## config.mk

```make
export PLATFORM = sky130hd
export DESIGN_NAME = quasi_bidir_port_altfunc
export DESIGN_NICKNAME = d
export VERILOG_FILES = /design/src/pkg/quasi_port_pkg.sv /design/src/pkg/quasi_lane_if.sv /design/src/verilog/pin_input_sync.sv /design/src/verilog/quasi_port_lane.sv /design/src/verilog/quasi_bidir_port_altfunc.sv
export SDC_FILE = /design/constraint.sdc
export NUM_CORES = 1
export LEC_CHECK = 0
export BUFFER_PORTS_ARGS = -buffer_cell sky130_fd_sc_hd__buf_4
export CAP_MARGIN = 20
export CORE_AREA = 2 2 136 138
export DETAILED_ROUTE_END_ITERATION = 10
export DIE_AREA = 0 0 138 140
export PLACE_DENSITY = 0.89
export SETUP_SLACK_MARGIN = 0.15
export SYNTH_ARGS = -nofsm -noshare
export SYNTH_HDL_FRONTEND = slang
export SYNTH_SLANG_ARGS = --single-unit
```

## constraint.sdc

```tcl
create_clock -name clock -period 3 [get_ports clock]
set_input_delay 0 -clock clock [delete_from_list [all_inputs] [get_ports clock]]
set_output_delay 0 -clock clock [all_outputs]
set_load 0.005 [all_outputs]
```

## src/pkg/quasi_port_pkg.sv

```systemverilog
// Shared constants for the quasi-bidirectional port block
package quasi_port_pkg;
  localparam int PORT_W        = 8;
  localparam int HIGH_W        = 2;
  localparam int PORT_COUNT    = 4;
  localparam int PIN_TOTAL     = HIGH_W + 3 * PORT_W;
  // Indices into the per-port write strobes
  localparam int IDX_PORT2     = 0;
  localparam int IDX_PORT3     = 1;
  localparam int IDX_PORT4     = 2;
  localparam int IDX_PORT5     = 3;
  // Offsets of each port in the combined pin vector
  localparam int OFS_PORT2     = 0;
  localparam int OFS_PORT3     = OFS_PORT2 + HIGH_W;
  localparam int OFS_PORT4     = OFS_PORT3 + PORT_W;
  localparam int OFS_PORT5     = OFS_PORT4 + PORT_W;
  // Port 2 upper bits as placed in the high lane
  localparam int P2_ADDR14     = 0;
  localparam int P2_ADDR15     = 1;
  // Port 3 bit positions
  localparam int P3_SER_RX     = 0;
  localparam int P3_SER_TX     = 1;
  localparam int P3_IRQ0       = 2;
  localparam int P3_IRQ1       = 3;
  localparam int P3_TMR0       = 4;
  localparam int P3_TMR1_CLK   = 5;
  localparam int P3_WR_STB     = 6;
  localparam int P3_RD_STB     = 7;
  // Port 4 split between chip selects and address bits
  localparam int P4_SEL_COUNT  = 4;
  localparam int P4_ADDR_BASE  = 4;
  // Port 5 bit positions
  localparam int P5_CAN_TX     = 0;
  localparam int P5_CAN_RX     = 1;
  localparam int P5_TMR3       = 2;
  // Address bits 19..14 carried on the ports
  localparam int ADDR_HI_W     = 6;
  localparam int ADDR_A14      = 0;
  localparam int ADDR_A15      = 1;
  localparam int ADDR_A16      = 2;
  // Reset values
  localparam logic [PORT_W-1:0] LATCH_RESET = 8'hff;
  localparam logic              PIN_IDLE    = 1'b1;
  // Strong high driver timing
  localparam int CLOCK_PERIOD_NS   = 10;
  localparam int HIGH_DRIVE_NS     = 20;
  localparam int HIGH_DRIVE_CYCLES =
    (HIGH_DRIVE_NS + CLOCK_PERIOD_NS - 1) / CLOCK_PERIOD_NS;
  localparam int PULSE_W           = 2;
  localparam logic [PULSE_W-1:0] PULSE_LOAD = PULSE_W'(HIGH_DRIVE_CYCLES - 1);
endpackage

```

## src/pkg/quasi_lane_if.sv

```systemverilog
// Control and drive signals of one quasi-bidirectional lane
`timescale 1ns/100ps
interface quasi_lane_if #(parameter int W = 8);
  logic         wrEn;
  logic [W-1:0] wrData;
  logic [W-1:0] altEn;
  logic [W-1:0] altVal;
  logic [W-1:0] latch;
  logic [W-1:0] drvOut;
  logic [W-1:0] drvOe;
  logic [W-1:0] weakUp;

  modport ctrl (output wrEn, wrData, altEn, altVal, input latch, drvOut, drvOe, weakUp);
  modport lane (input wrEn, wrData, altEn, altVal, output latch, drvOut, drvOe, weakUp);
endinterface

```

## src/verilog/pin_input_sync.sv

```systemverilog
// Three-stage pin synchroniser with agreement filter
`timescale 1ns/100ps
module pin_input_sync #(
  parameter int W = 8
) (
  // Clock and reset
  input  wire logic         clock,
  input  wire logic         rst_n,
  input  wire logic         clockEnable,
  // Pins and filtered result
  input  wire logic [W-1:0] pinRaw,
  output logic      [W-1:0] pinClean
);
  import quasi_port_pkg::*;

  logic [W-1:0] stage1;
  logic [W-1:0] stage2;
  logic [W-1:0] stage3;
  logic [W-1:0] next_pinClean;

  // Only stages two and three are compared; stage one may be metastable
  always_comb begin
    next_pinClean = pinClean;
    for (int i = 0; i < W; i++) begin
      if (stage2[i] == stage3[i]) begin
        next_pinClean[i] = stage3[i];
      end
    end
  end

  always_ff @(posedge clock or negedge rst_n) begin
    if (!rst_n) begin
      stage1   <= {W{PIN_IDLE}};
      stage2   <= {W{PIN_IDLE}};
      stage3   <= {W{PIN_IDLE}};
      pinClean <= {W{PIN_IDLE}};
    end else if (clockEnable) begin
      stage1   <= pinRaw;
      stage2   <= stage1;
      stage3   <= stage2;
      pinClean <= next_pinClean;
    end
  end
endmodule

```

## src/verilog/quasi_port_lane.sv

```systemverilog
// Latches and pin drivers for one quasi-bidirectional port lane
`timescale 1ns/100ps
module quasi_port_lane #(
  parameter int W = 8
) (
  // Clock and reset
  input  wire logic clock,
  input  wire logic rst_n,
  input  wire logic clockEnable,
  // Lane control and drive
  quasi_lane_if.lane lane
);
  import quasi_port_pkg::*;

  for (genvar b = 0; b < W; b++) begin : g_bit
    logic               bitLatch;
    logic               prevLevel;
    logic [PULSE_W-1:0] pulse;
    logic               next_bitLatch;
    logic               next_prevLevel;
    logic [PULSE_W-1:0] next_pulse;
    logic               level;
    logic               rise;

    always_comb begin
      next_bitLatch = bitLatch;
      if (lane.wrEn) begin
        next_bitLatch = lane.wrData[b];                       // see RQ3
      end
      level          = lane.altEn[b] ? lane.altVal[b] : bitLatch; // see RQ15
      rise           = level & ~prevLevel;
      next_prevLevel = level;
      // Short burst of strong drive on every 0 to 1 change, see RQ4
      if (rise) begin
        next_pulse = PULSE_LOAD;
      end else if (pulse != '0) begin
        next_pulse = pulse - PULSE_W'(1);
      end else begin
        next_pulse = '0;
      end
    end

    always_ff @(posedge clock or negedge rst_n) begin
      if (!rst_n) begin
        bitLatch  <= LATCH_RESET[0];                          // see RQ1
        prevLevel <= LATCH_RESET[0];
        pulse     <= '0;
      end else if (clockEnable) begin
        bitLatch  <= next_bitLatch;
        prevLevel <= next_prevLevel;
        pulse     <= next_pulse;
      end
    end

    // Low level: strong pull-down; high level: weak pull-up, plus strong drive during the burst after a rise, see RQ2 RQ3
    assign lane.latch[b]  = bitLatch;
    assign lane.drvOut[b] = level;
    assign lane.drvOe[b]  = ~level | rise | (pulse != '0);    // see RQ4
    assign lane.weakUp[b] = level;                            // see RQ2
  end
endmodule

```

## src/verilog/quasi_bidir_port_altfunc.sv

```systemverilog
// Quasi-bidirectional ports 2 (upper bits), 3, 4 and 5 with alternate functions
// Summary of operation
// RQ1: Reset sets every port latch bit to one so each pin rests on its weak pull-up.
// RQ2: A pin whose latch is one acts as an input and its level is sampled.
// RQ3: Writing zero to a bit turns on a strong pull-down until a one is written or reset.
// RQ4: Writing one after zero gives a brief strong high drive, then only the weak pull-up.
// RQ5: Each port 4 pin is chosen as general I/O or memory signal by the function select.
// RQ6: Port 2 bits 6 and 7 carry address bits 14 and 15 during external memory access.
// RQ7: Port 3 bit 0 is serial 0 receive and bit 1 its transmit output when enabled.
// RQ8: Port 3 bits 2 and 3 are the inputs of external interrupts zero and one.
// RQ9: Port 3 bit 4 is the timer 0 count input; bit 5 is timer 1 input or clock output.
// RQ10: Port 3 bits 6 and 7 are the data write and read strobes during data accesses.
// RQ11: Port 4 bits 0 to 3, when selected, drive program chip selects 0 to 3.
// RQ12: Port 4 bits 4 to 7, when selected, drive address bits 16 to 19.
// RQ13: Port 5 bit 0 is the CAN transmit output and bit 1 its receive input, if CAN exists.
// RQ14: Port 5 bit 2 is the timer 3 input and bit 3 is general I/O only.
// RQ15: Output functions override the latch on their pin; input functions always sample it.
`timescale 1ns/100ps
module quasi_bidir_port_altfunc #(
  parameter bit CAN_PRESENT = 1'b1
) (
  // Clock and reset
  input  wire logic                                      clock,
  input  wire logic                                      rst_n,
  input  wire logic                                      clockEnable,
  // Port latch writes from the core
  input  wire logic [quasi_port_pkg::PORT_COUNT-1:0]     portWrite,
  input  wire logic [quasi_port_pkg::PORT_W-1:0]         writeData,
  input  wire logic [quasi_port_pkg::PORT_W-1:0]         port4FunctionSelect,
  // Memory interface functions
  input  wire logic                                      extMemAccess,
  input  wire logic                                      extDataAccess,
  input  wire logic [quasi_port_pkg::ADDR_HI_W-1:0]      memAddrHigh,
  input  wire logic [quasi_port_pkg::P4_SEL_COUNT-1:0]   programSelect,
  input  wire logic                                      dataWriteStrobe_n,
  input  wire logic                                      dataReadStrobe_n,
  // Peripheral output functions
  input  wire logic                                      serial0TxEnable,
  input  wire logic                                      serial0Transmit,
  input  wire logic                                      clockOutEnable,
  input  wire logic                                      clockOut,
  input  wire logic                                      canEnable,
  input  wire logic                                      canTransmitOut,
  // Peripheral input functions
  output logic                                           serial0Receive,
  output logic                                           externalIrqZero,
  output logic                                           externalIrqOne,
  output logic                                           timerZeroCountInput,
  output logic                                           timerOneInput,
  output logic                                           timerThreeExtInput,
  output logic                                           canReceiveIn,
  // Port 2 upper pins
  input  wire logic [quasi_port_pkg::HIGH_W-1:0]         port2PinIn,
  output logic      [quasi_port_pkg::HIGH_W-1:0]         port2PinOut,
  output logic      [quasi_port_pkg::HIGH_W-1:0]         port2PinOe,
  output logic      [quasi_port_pkg::HIGH_W-1:0]         port2WeakUp,
  // Port 3 pins
  input  wire logic [quasi_port_pkg::PORT_W-1:0]         port3PinIn,
  output logic      [quasi_port_pkg::PORT_W-1:0]         port3PinOut,
  output logic      [quasi_port_pkg::PORT_W-1:0]         port3PinOe,
  output logic      [quasi_port_pkg::PORT_W-1:0]         port3WeakUp,
  // Port 4 pins
  input  wire logic [quasi_port_pkg::PORT_W-1:0]         port4PinIn,
  output logic      [quasi_port_pkg::PORT_W-1:0]         port4PinOut,
  output logic      [quasi_port_pkg::PORT_W-1:0]         port4PinOe,
  output logic      [quasi_port_pkg::PORT_W-1:0]         port4WeakUp,
  // Port 5 pins
  input  wire logic [quasi_port_pkg::PORT_W-1:0]         port5PinIn,
  output logic      [quasi_port_pkg::PORT_W-1:0]         port5PinOut,
  output logic      [quasi_port_pkg::PORT_W-1:0]         port5PinOe,
  output logic      [quasi_port_pkg::PORT_W-1:0]         port5WeakUp,
  // Filtered pin levels for core reads
  output logic      [quasi_port_pkg::HIGH_W-1:0]         port2Pins,
  output logic      [quasi_port_pkg::PORT_W-1:0]         port3Pins,
  output logic      [quasi_port_pkg::PORT_W-1:0]         port4Pins,
  output logic      [quasi_port_pkg::PORT_W-1:0]         port5Pins,
  // Latch contents for read-modify-write
  output logic      [quasi_port_pkg::HIGH_W-1:0]         port2Latch,
  output logic      [quasi_port_pkg::PORT_W-1:0]         port3Latch,
  output logic      [quasi_port_pkg::PORT_W-1:0]         port4Latch,
  output logic      [quasi_port_pkg::PORT_W-1:0]         port5Latch
);
  import quasi_port_pkg::*;

  quasi_lane_if #(.W(HIGH_W)) lane2 ();
  quasi_lane_if #(.W(PORT_W)) lane3 ();
  quasi_lane_if #(.W(PORT_W)) lane4 ();
  quasi_lane_if #(.W(PORT_W)) lane5 ();

  logic [PIN_TOTAL-1:0] pinRaw;
  logic [PIN_TOTAL-1:0] pinClean;

  // Latch writes; port 2 only holds its two upper bits here
  always_comb begin
    lane2.wrEn   = portWrite[IDX_PORT2];
    lane2.wrData = writeData[PORT_W-1 -: HIGH_W];
    lane3.wrEn   = portWrite[IDX_PORT3];
    lane3.wrData = writeData;
    lane4.wrEn   = portWrite[IDX_PORT4];
    lane4.wrData = writeData;
    lane5.wrEn   = portWrite[IDX_PORT5];
    lane5.wrData = writeData;
  end

  // Port 2: upper address bits while external memory is being accessed
  always_comb begin
    lane2.altEn             = {HIGH_W{extMemAccess}};              // see RQ6
    lane2.altVal            = '0;
    lane2.altVal[P2_ADDR14] = memAddrHigh[ADDR_A14];               // see RQ6
    lane2.altVal[P2_ADDR15] = memAddrHigh[ADDR_A15];
  end

  // Port 3: serial, timer clock and data strobes; input functions need no enable
  always_comb begin
    lane3.altEn               = '0;
    lane3.altVal              = '1;
    lane3.altEn[P3_SER_TX]    = serial0TxEnable;                   // see RQ7
    lane3.altVal[P3_SER_TX]   = serial0Transmit;
    lane3.altEn[P3_TMR1_CLK]  = clockOutEnable;                    // see RQ9
    lane3.altVal[P3_TMR1_CLK] = clockOut;
    lane3.altEn[P3_WR_STB]    = extDataAccess;                     // see RQ10
    lane3.altVal[P3_WR_STB]   = dataWriteStrobe_n;
    lane3.altEn[P3_RD_STB]    = extDataAccess;
    lane3.altVal[P3_RD_STB]   = dataReadStrobe_n;
  end

  // Port 4: each bit picked individually by the function select
  always_comb begin
    lane4.altEn  = port4FunctionSelect;                            // see RQ5
    lane4.altVal = '1;
    for (int i = 0; i < P4_SEL_COUNT; i++) begin
      lane4.altVal[i] = programSelect[i];                          // see RQ11
      lane4.altVal[P4_ADDR_BASE + i] = memAddrHigh[ADDR_A16 + i]; // see RQ12
    end
  end

  // Port 5: CAN transmit only on the variant that has the controller
  always_comb begin
    lane5.altEn             = '0;
    lane5.altVal            = '1;
    lane5.altEn[P5_CAN_TX]  = CAN_PRESENT & canEnable;             // see RQ13
    lane5.altVal[P5_CAN_TX] = canTransmitOut;
  end

  quasi_port_lane #(.W(HIGH_W)) u_port2 (
    .clock       (clock),
    .rst_n       (rst_n),
    .clockEnable (clockEnable),
    .lane        (lane2)
  );

  quasi_port_lane #(.W(PORT_W)) u_port3 (
    .clock       (clock),
    .rst_n       (rst_n),
    .clockEnable (clockEnable),
    .lane        (lane3)
  );

  quasi_port_lane #(.W(PORT_W)) u_port4 (
    .clock       (clock),
    .rst_n       (rst_n),
    .clockEnable (clockEnable),
    .lane        (lane4)
  );

  quasi_port_lane #(.W(PORT_W)) u_port5 (
    .clock       (clock),
    .rst_n       (rst_n),
    .clockEnable (clockEnable),
    .lane        (lane5)
  );

  // Pin drive; the pad adds the weak pull-up when enable is low
  assign port2PinOut = lane2.drvOut;
  assign port2PinOe  = lane2.drvOe;
  assign port2WeakUp = lane2.weakUp;
  assign port3PinOut = lane3.drvOut;
  assign port3PinOe  = lane3.drvOe;
  assign port3WeakUp = lane3.weakUp;
  assign port4PinOut = lane4.drvOut;
  assign port4PinOe  = lane4.drvOe;
  assign port4WeakUp = lane4.weakUp;
  assign port5PinOut = lane5.drvOut;
  assign port5PinOe  = lane5.drvOe;
  assign port5WeakUp = lane5.weakUp;

  assign port2Latch = lane2.latch;
  assign port3Latch = lane3.latch;
  assign port4Latch = lane4.latch;
  assign port5Latch = lane5.latch;

  // All pins are sampled, whatever the latch holds
  assign pinRaw = {port5PinIn, port4PinIn, port3PinIn, port2PinIn};  // see RQ2 RQ15

  pin_input_sync #(.W(PIN_TOTAL)) u_sync (
    .clock       (clock),
    .rst_n       (rst_n),
    .clockEnable (clockEnable),
    .pinRaw      (pinRaw),
    .pinClean    (pinClean)
  );

  assign port2Pins = pinClean[OFS_PORT2 +: HIGH_W];
  assign port3Pins = pinClean[OFS_PORT3 +: PORT_W];
  assign port4Pins = pinClean[OFS_PORT4 +: PORT_W];
  assign port5Pins = pinClean[OFS_PORT5 +: PORT_W];

  // Input functions come straight from the filtered pins
  assign serial0Receive      = port3Pins[P3_SER_RX];                 // see RQ7
  assign externalIrqZero     = port3Pins[P3_IRQ0];                   // see RQ8
  assign externalIrqOne      = port3Pins[P3_IRQ1];                   // see RQ8
  assign timerZeroCountInput = port3Pins[P3_TMR0];                   // see RQ9
  assign timerOneInput       = port3Pins[P3_TMR1_CLK];               // see RQ9
  assign timerThreeExtInput  = port5Pins[P5_TMR3];                   // see RQ14
  // Without the controller the receive input idles recessive
  assign canReceiveIn = CAN_PRESENT ? port5Pins[P5_CAN_RX] : PIN_IDLE; // see RQ13
  // Port 5 bit 3 has no alternate function and stays plain I/O, see RQ14
endmodule

```

After elaboration in Yosys (flattened, before gate mapping)
Cells that the tools add are included. W data, S select, Z words.

Logic and storage cells: 412. Register bits after elaboration: 208. Output and inout bits: 137. Input port bits: 69.

Muxes and demuxes: 67. Equality and inequality tests: 26. Bitwise operators: 130. Reduce and logical (&&, ||, !) cells: 56. $add $sub $neg: 26.

Operators by type and width (number): $mux W2 (52); $reduce_and A2 Y1 (30); $not A1 Y1 (52); $or A1 B1 Y1 (52); $reduce_bool A2 Y1 (26); $sub A2 B1 Y2 const B (26); $and A1 B1 Y1 (26); $eq A1 B1 Y1 (26); $mux W1 (15).

Longest topological paths before layout
Word-level depth: 4. Mapped depth: 5. Mapped depth without buffers: 3.

By module
From an unflattened synthesis, not the netlist that was laid out.

Cell total of the unflattened synthesis: 779. Area, all modules: 10151.0 µm².

By module, submodules not included: quasi_port_lane at u_port3 ... (times used 3, seq. area each 820.8 µm², cells an instance 150, area each 1704.1 µm²); pin_input_sync (times used 1, seq. area each 2732.6 µm², cells an instance 281, area each 4550.6 µm²); quasi_port_lane at u_port2 (times used 1, seq. area each 205.2 µm², cells an instance 39, area each 427.9 µm²); quasi_bidir_port_altfunc (times used 1, seq. area each 0.0 µm², cells an instance 9, area each 60.1 µm²).

Least setup slack after synthesis
Ideal clock, no wire load.

Kind: reg-to-reg. Start: reg u_port3.g_bit[1].bitLatch. End: reg u_port3.g_bit[1].pulse[0]. Required time: 2935 ps. Stages on the path, launching flop included: 4. Path slack: 2033 ps. Library setup time: 65 ps. Buffers on the path: 0. Arrival: 902 ps. Period minus slack after synthesis: 967 ps. Path through: dfstp_2 > mux2i_1 > o221ai_1 > o21a_1.

Word-level cells in the longest chain between the ends: 3.

RTL lines: start: declaration (line quasi_port_lane.sv:16) `logic bitLatch;`; start signal: assignment (line quasi_port_lane.sv:45) `bitLatch <= LATCH_RESET[0];`; start signal: assignment (line quasi_port_lane.sv:49) `bitLatch <= next_bitLatch;`; $mux W1 (line quasi_port_lane.sv:30) `level = lane.altEn[b] ? lane.altVal[b] : bitLatch;`; $and A1 B1 Y1 (line quasi_port_lane.sv:31) `rise = level & ~prevLevel;`; $mux W2 (line quasi_port_lane.sv:34) `if (rise) begin`; end signal: assignment (line quasi_port_lane.sv:51) `pulse <= next_pulse;`; end: declaration (line quasi_port_lane.sv:18) `logic [PULSE_W-1:0] pulse;`.

No other way between the ends. A chain may end at the register's enable or synchronous reset.

Worst setup path after layout
Start: reg u_port4.g_bit[6].bitLatch. End: reg u_port4.g_bit[6].pulse[1].

Word-level cells in the longest chain between the ends: 3.

RTL lines (line): start: declaration (quasi_port_lane.sv:16); start signal: assignment (quasi_port_lane.sv:45); start signal: assignment (quasi_port_lane.sv:49); $mux W1 (quasi_port_lane.sv:30); $and A1 B1 Y1 (quasi_port_lane.sv:31); $mux W2 (quasi_port_lane.sv:34); end signal: assignment (quasi_port_lane.sv:51); end: declaration (quasi_port_lane.sv:18).

No other way between the ends.

==> flow_summary.yaml <==
synthesis:
  synth_cell_types: 21
  netlist_instances: 797
  netlist_top_cells_count: "dfstp_2, buf_4, a21oi_1"
  synth.most_common_cell: "dfstp_2"
  synth_flop_cell: "dfstp_2"
  netlist_area_sq_um: 9600
  synth_edf_count: 0
  ys_seq_area_frac: 0.562
  synth_seq_cells: 208
  synth.area.top_cells: "dfstp_2, dfrtp_1, mux2_2, buf_4, mux2_4"
  yosysWarnings: 0
  async_reset_ff_frac: 1.00
  synth_fp_nets: 866
  avgSynthCellArea_sq_um: 12.0
  yosysTopAreaCell: "dfstp_2"
  yosys.area.top_type_share: 0.427
timing:
  worstMarginPinSlew_ns: 0.743
  hold_viol: 0
  slew_headroom: 0.504
  rsz0062_at_grt: "no"
  finalSetupViolCount: 0
  slew_violations: 0
  setup_ws_ns: 1.28
  setup_tns_ns: 0
  layout_min_cycle_time_ns: 1.72
  layout_worst_path_cycle_share: 0.572
  max_freq_mhz: 583
  fin_skew_ns: 0.00720
final_layout:
  diodes: 0
  area_delta_synth_final_pct: 26.9
  final_nets: 1065
  drive_gt1_frac: 0.489
clock_tree:
  clock_latency_ns: 0.49
  numCtsBuffers: 22
  clk_path_buf_depth: 3
  cts_sinks: 208
  cts_tree: "done"
  cts.clk_slew.worst_paths_ns: 0.06
  cts_root_buf: "clkbuf_16"
  h-tree-depth: 1
die:
  initial_core_util: 0.540
  die_area_sq_um: 19300
  core_sq_um: 17800
  fp.dieW_um: 138
  die_y_um: 140
  io_pins: 206
  rows: 49
critical_path:
  rr_startpoint: "u_port4.g_bit[6].bitLatch$_DFFE_PN1P_"
  regToRegSetupSlack_ns: 1.28
  crit_path_end: "u_port4.g_bit[6].pulse[1]$_DFFE_PN0P_"
  critPathArrivalTime_ns: 2.08
  cp-start-kind: "flip-flop"
  cp-startpoint: "u_port4.g_bit[6].bitLatch$_DFFE_PN1P_"
  r2r-end: "u_port4.g_bit[6].pulse[1]$_DFFE_PN0P_"
  reg2regPathDepth: 4
  critPathMaxFanout: 3
  end_kind: "flip-flop"
  cp.required_ns: 3.37
  path_class: "reg -> reg"
global_routing:
  grt_use_total: 0.207
  grt_pass1_vias: 6528
  overflow: 0
  grt_pass1_wl_um: 33300
  antenna_found_initial: 0
  grt_max_degree: 101
route:
  post_drt_wl_per_cell_um: 16.4
  drtAntennaViolNets: 0
  post-route-drc-count: 0
  dr_total_vias: 6448
  drtIter0Drc: 277
  via_per_inst: 5.20
  wirelength_um: 20300
  dr.pass1.iters: 5
hold_path:
  hold_path_class: "in -> reg"
  hold_path_startpoint: "programSelect[3]"
power_and_ir_drop:
  p_per_area_nw_per_um2: 675
  peakVddDrop_uv: 504
  p_leak_nw: 5.35
place:
  portBuffers: 205
  dp.final_hpwl_um: 12400
  routabilityCongestion: 0.754
  place_ws_ns: 1.54
run_status:
  status: "complete, no violations"
flow_run:
  maxCapViolations: 0
## metal layers
metal	wire (um)	vias to the layer above	GRT usage
li1	-	3047	-
met3	1160	41	0.0400
met5	0	-	0
met4	443	0	0.0596
met2	10200	202	0.358
met1	8520	3158	0.266
## critical path, stage by stage, from the launching register on
cell           delay [ns]
dfstp_2              0.57
mux2i_1              0.15
dlygate4sd3_1        0.63
o21ai_0              0.16
a21oi_1              0.09
## cell usage in the layout (no fill, tap or decap)
cell	Yosys	routed
dfrtp_1	52	52
inv_6	0	1
a31oi_1	11	11
mux2i_1	15	15
buf_4	88	206
nor2_1	78	78
clkbuf_16	0	24
clkinv_2	0	2
dlygate4sd3_1	0	77
inv_1	30	30
mux2_2	59	59
clkbuf_8	0	6
o221ai_1	15	15
o21ai_0	15	15
bufinv_16	0	1
nand3_1	26	26
a21boi_0	11	11
nand2_1	12	12
nand2_4	3	3
o21a_1	15	15
mux2_1	24	24
nand2b_1	48	48
a21oi_1	82	82
dfstp_2	156	156
mux2_4	32	32
clkbuf_1	0	5
buf_12	0	3
inv_4	0	1
## what timing repair did
item | CTS | global route
hold endpoints to repair | 146 | 0
setup buffers | 0 | 0
resized for setup | 0 | 0
hold buffers | 77 | 0
## through the flow
stage               std cells  area, sq um  hold slack, ns  power, mW   util
floorplan                 797         9600          -0.296       4.80      -
global placement         1124        10700          0.0409       5.32  0.601
detailed placement       1124        10700          0.0410       5.41  0.601
CTS                      1239        12200        0.000797       8.28  0.685
global route             1239        12200          0.0319       8.64  0.685
finish                   1239        12200          0.0306       8.22  0.685
## state kept, by name (all words and copies together) (netlist names), 16 cells and up
register and count:
u_sync.stage2 26, u_sync.stage1 26, u_port3.g_bit.pulse 16, u_sync.pinClean 26, u_port4.g_bit.pulse 16, u_port5.g_bit.pulse 16
u_sync.stage3 26
## report_power, final
| group | switching [mW] | leakage [nW] | total, mW | internal [mW] |
|---|---|---|---|---|
| sequential | 0.392 | 2.31 | 3.89 | 3.50 |
| combinational | 0.639 | 2.67 | 1.61 | 0.973 |
| clock | 1.08 | 0.361 | 2.72 | 1.64 |
| total | 2.11 | 5.35 | 8.22 | 6.11 |
## how the worst min path moves through the flow
| stage | to | slack [ns] | cells after the start |
|---|---|---|---|
| floorplan | u_port2.g_bit[0].pulse[0]$_DFFE_PN0P_ | -0.30 | 0 |
| global placement | u_port3.g_bit[2].pulse[1]$_DFFE_PN0P_ | 0.04 | 1 |
| detailed placement | u_port5.g_bit[2].pulse[0]$_DFFE_PN0P_ | 0.04 | 1 |
| CTS | u_port4.g_bit[1].pulse[1]$_DFFE_PN0P_ | 0.0008 | 4 |
| global route | u_port4.g_bit[1].pulse[1]$_DFFE_PN0P_ | 0.03 | 4 |
| finish | u_port4.g_bit[3].pulse[0]$_DFFE_PN0P_ | 0.03 | 4 |
## cell type report
| cell class | instances | area [sq um] |
|---|---|---|
| clock inverters | 5 | 55.1 |
| clock buffers | 33 | 674 |
| repair buffers | 288 | 2400 |
| inverters | 30 | 113 |
| well taps | 229 | 287 |
| fillers | 1183 | 5600 |
| flip-flops and latches | 208 | 5400 |
| multi-input cells | 446 | 3250 |
## cell families after synthesis
family | share of synthesized area
AO/OA/AOI/OAI | 0.0917
multiplexers | 0.163
buffers and inverters | 0.0994
flip-flops | 0.562
AND/OR/NAND/NOR | 0.0835
Power figures use the tool's default switching activity.
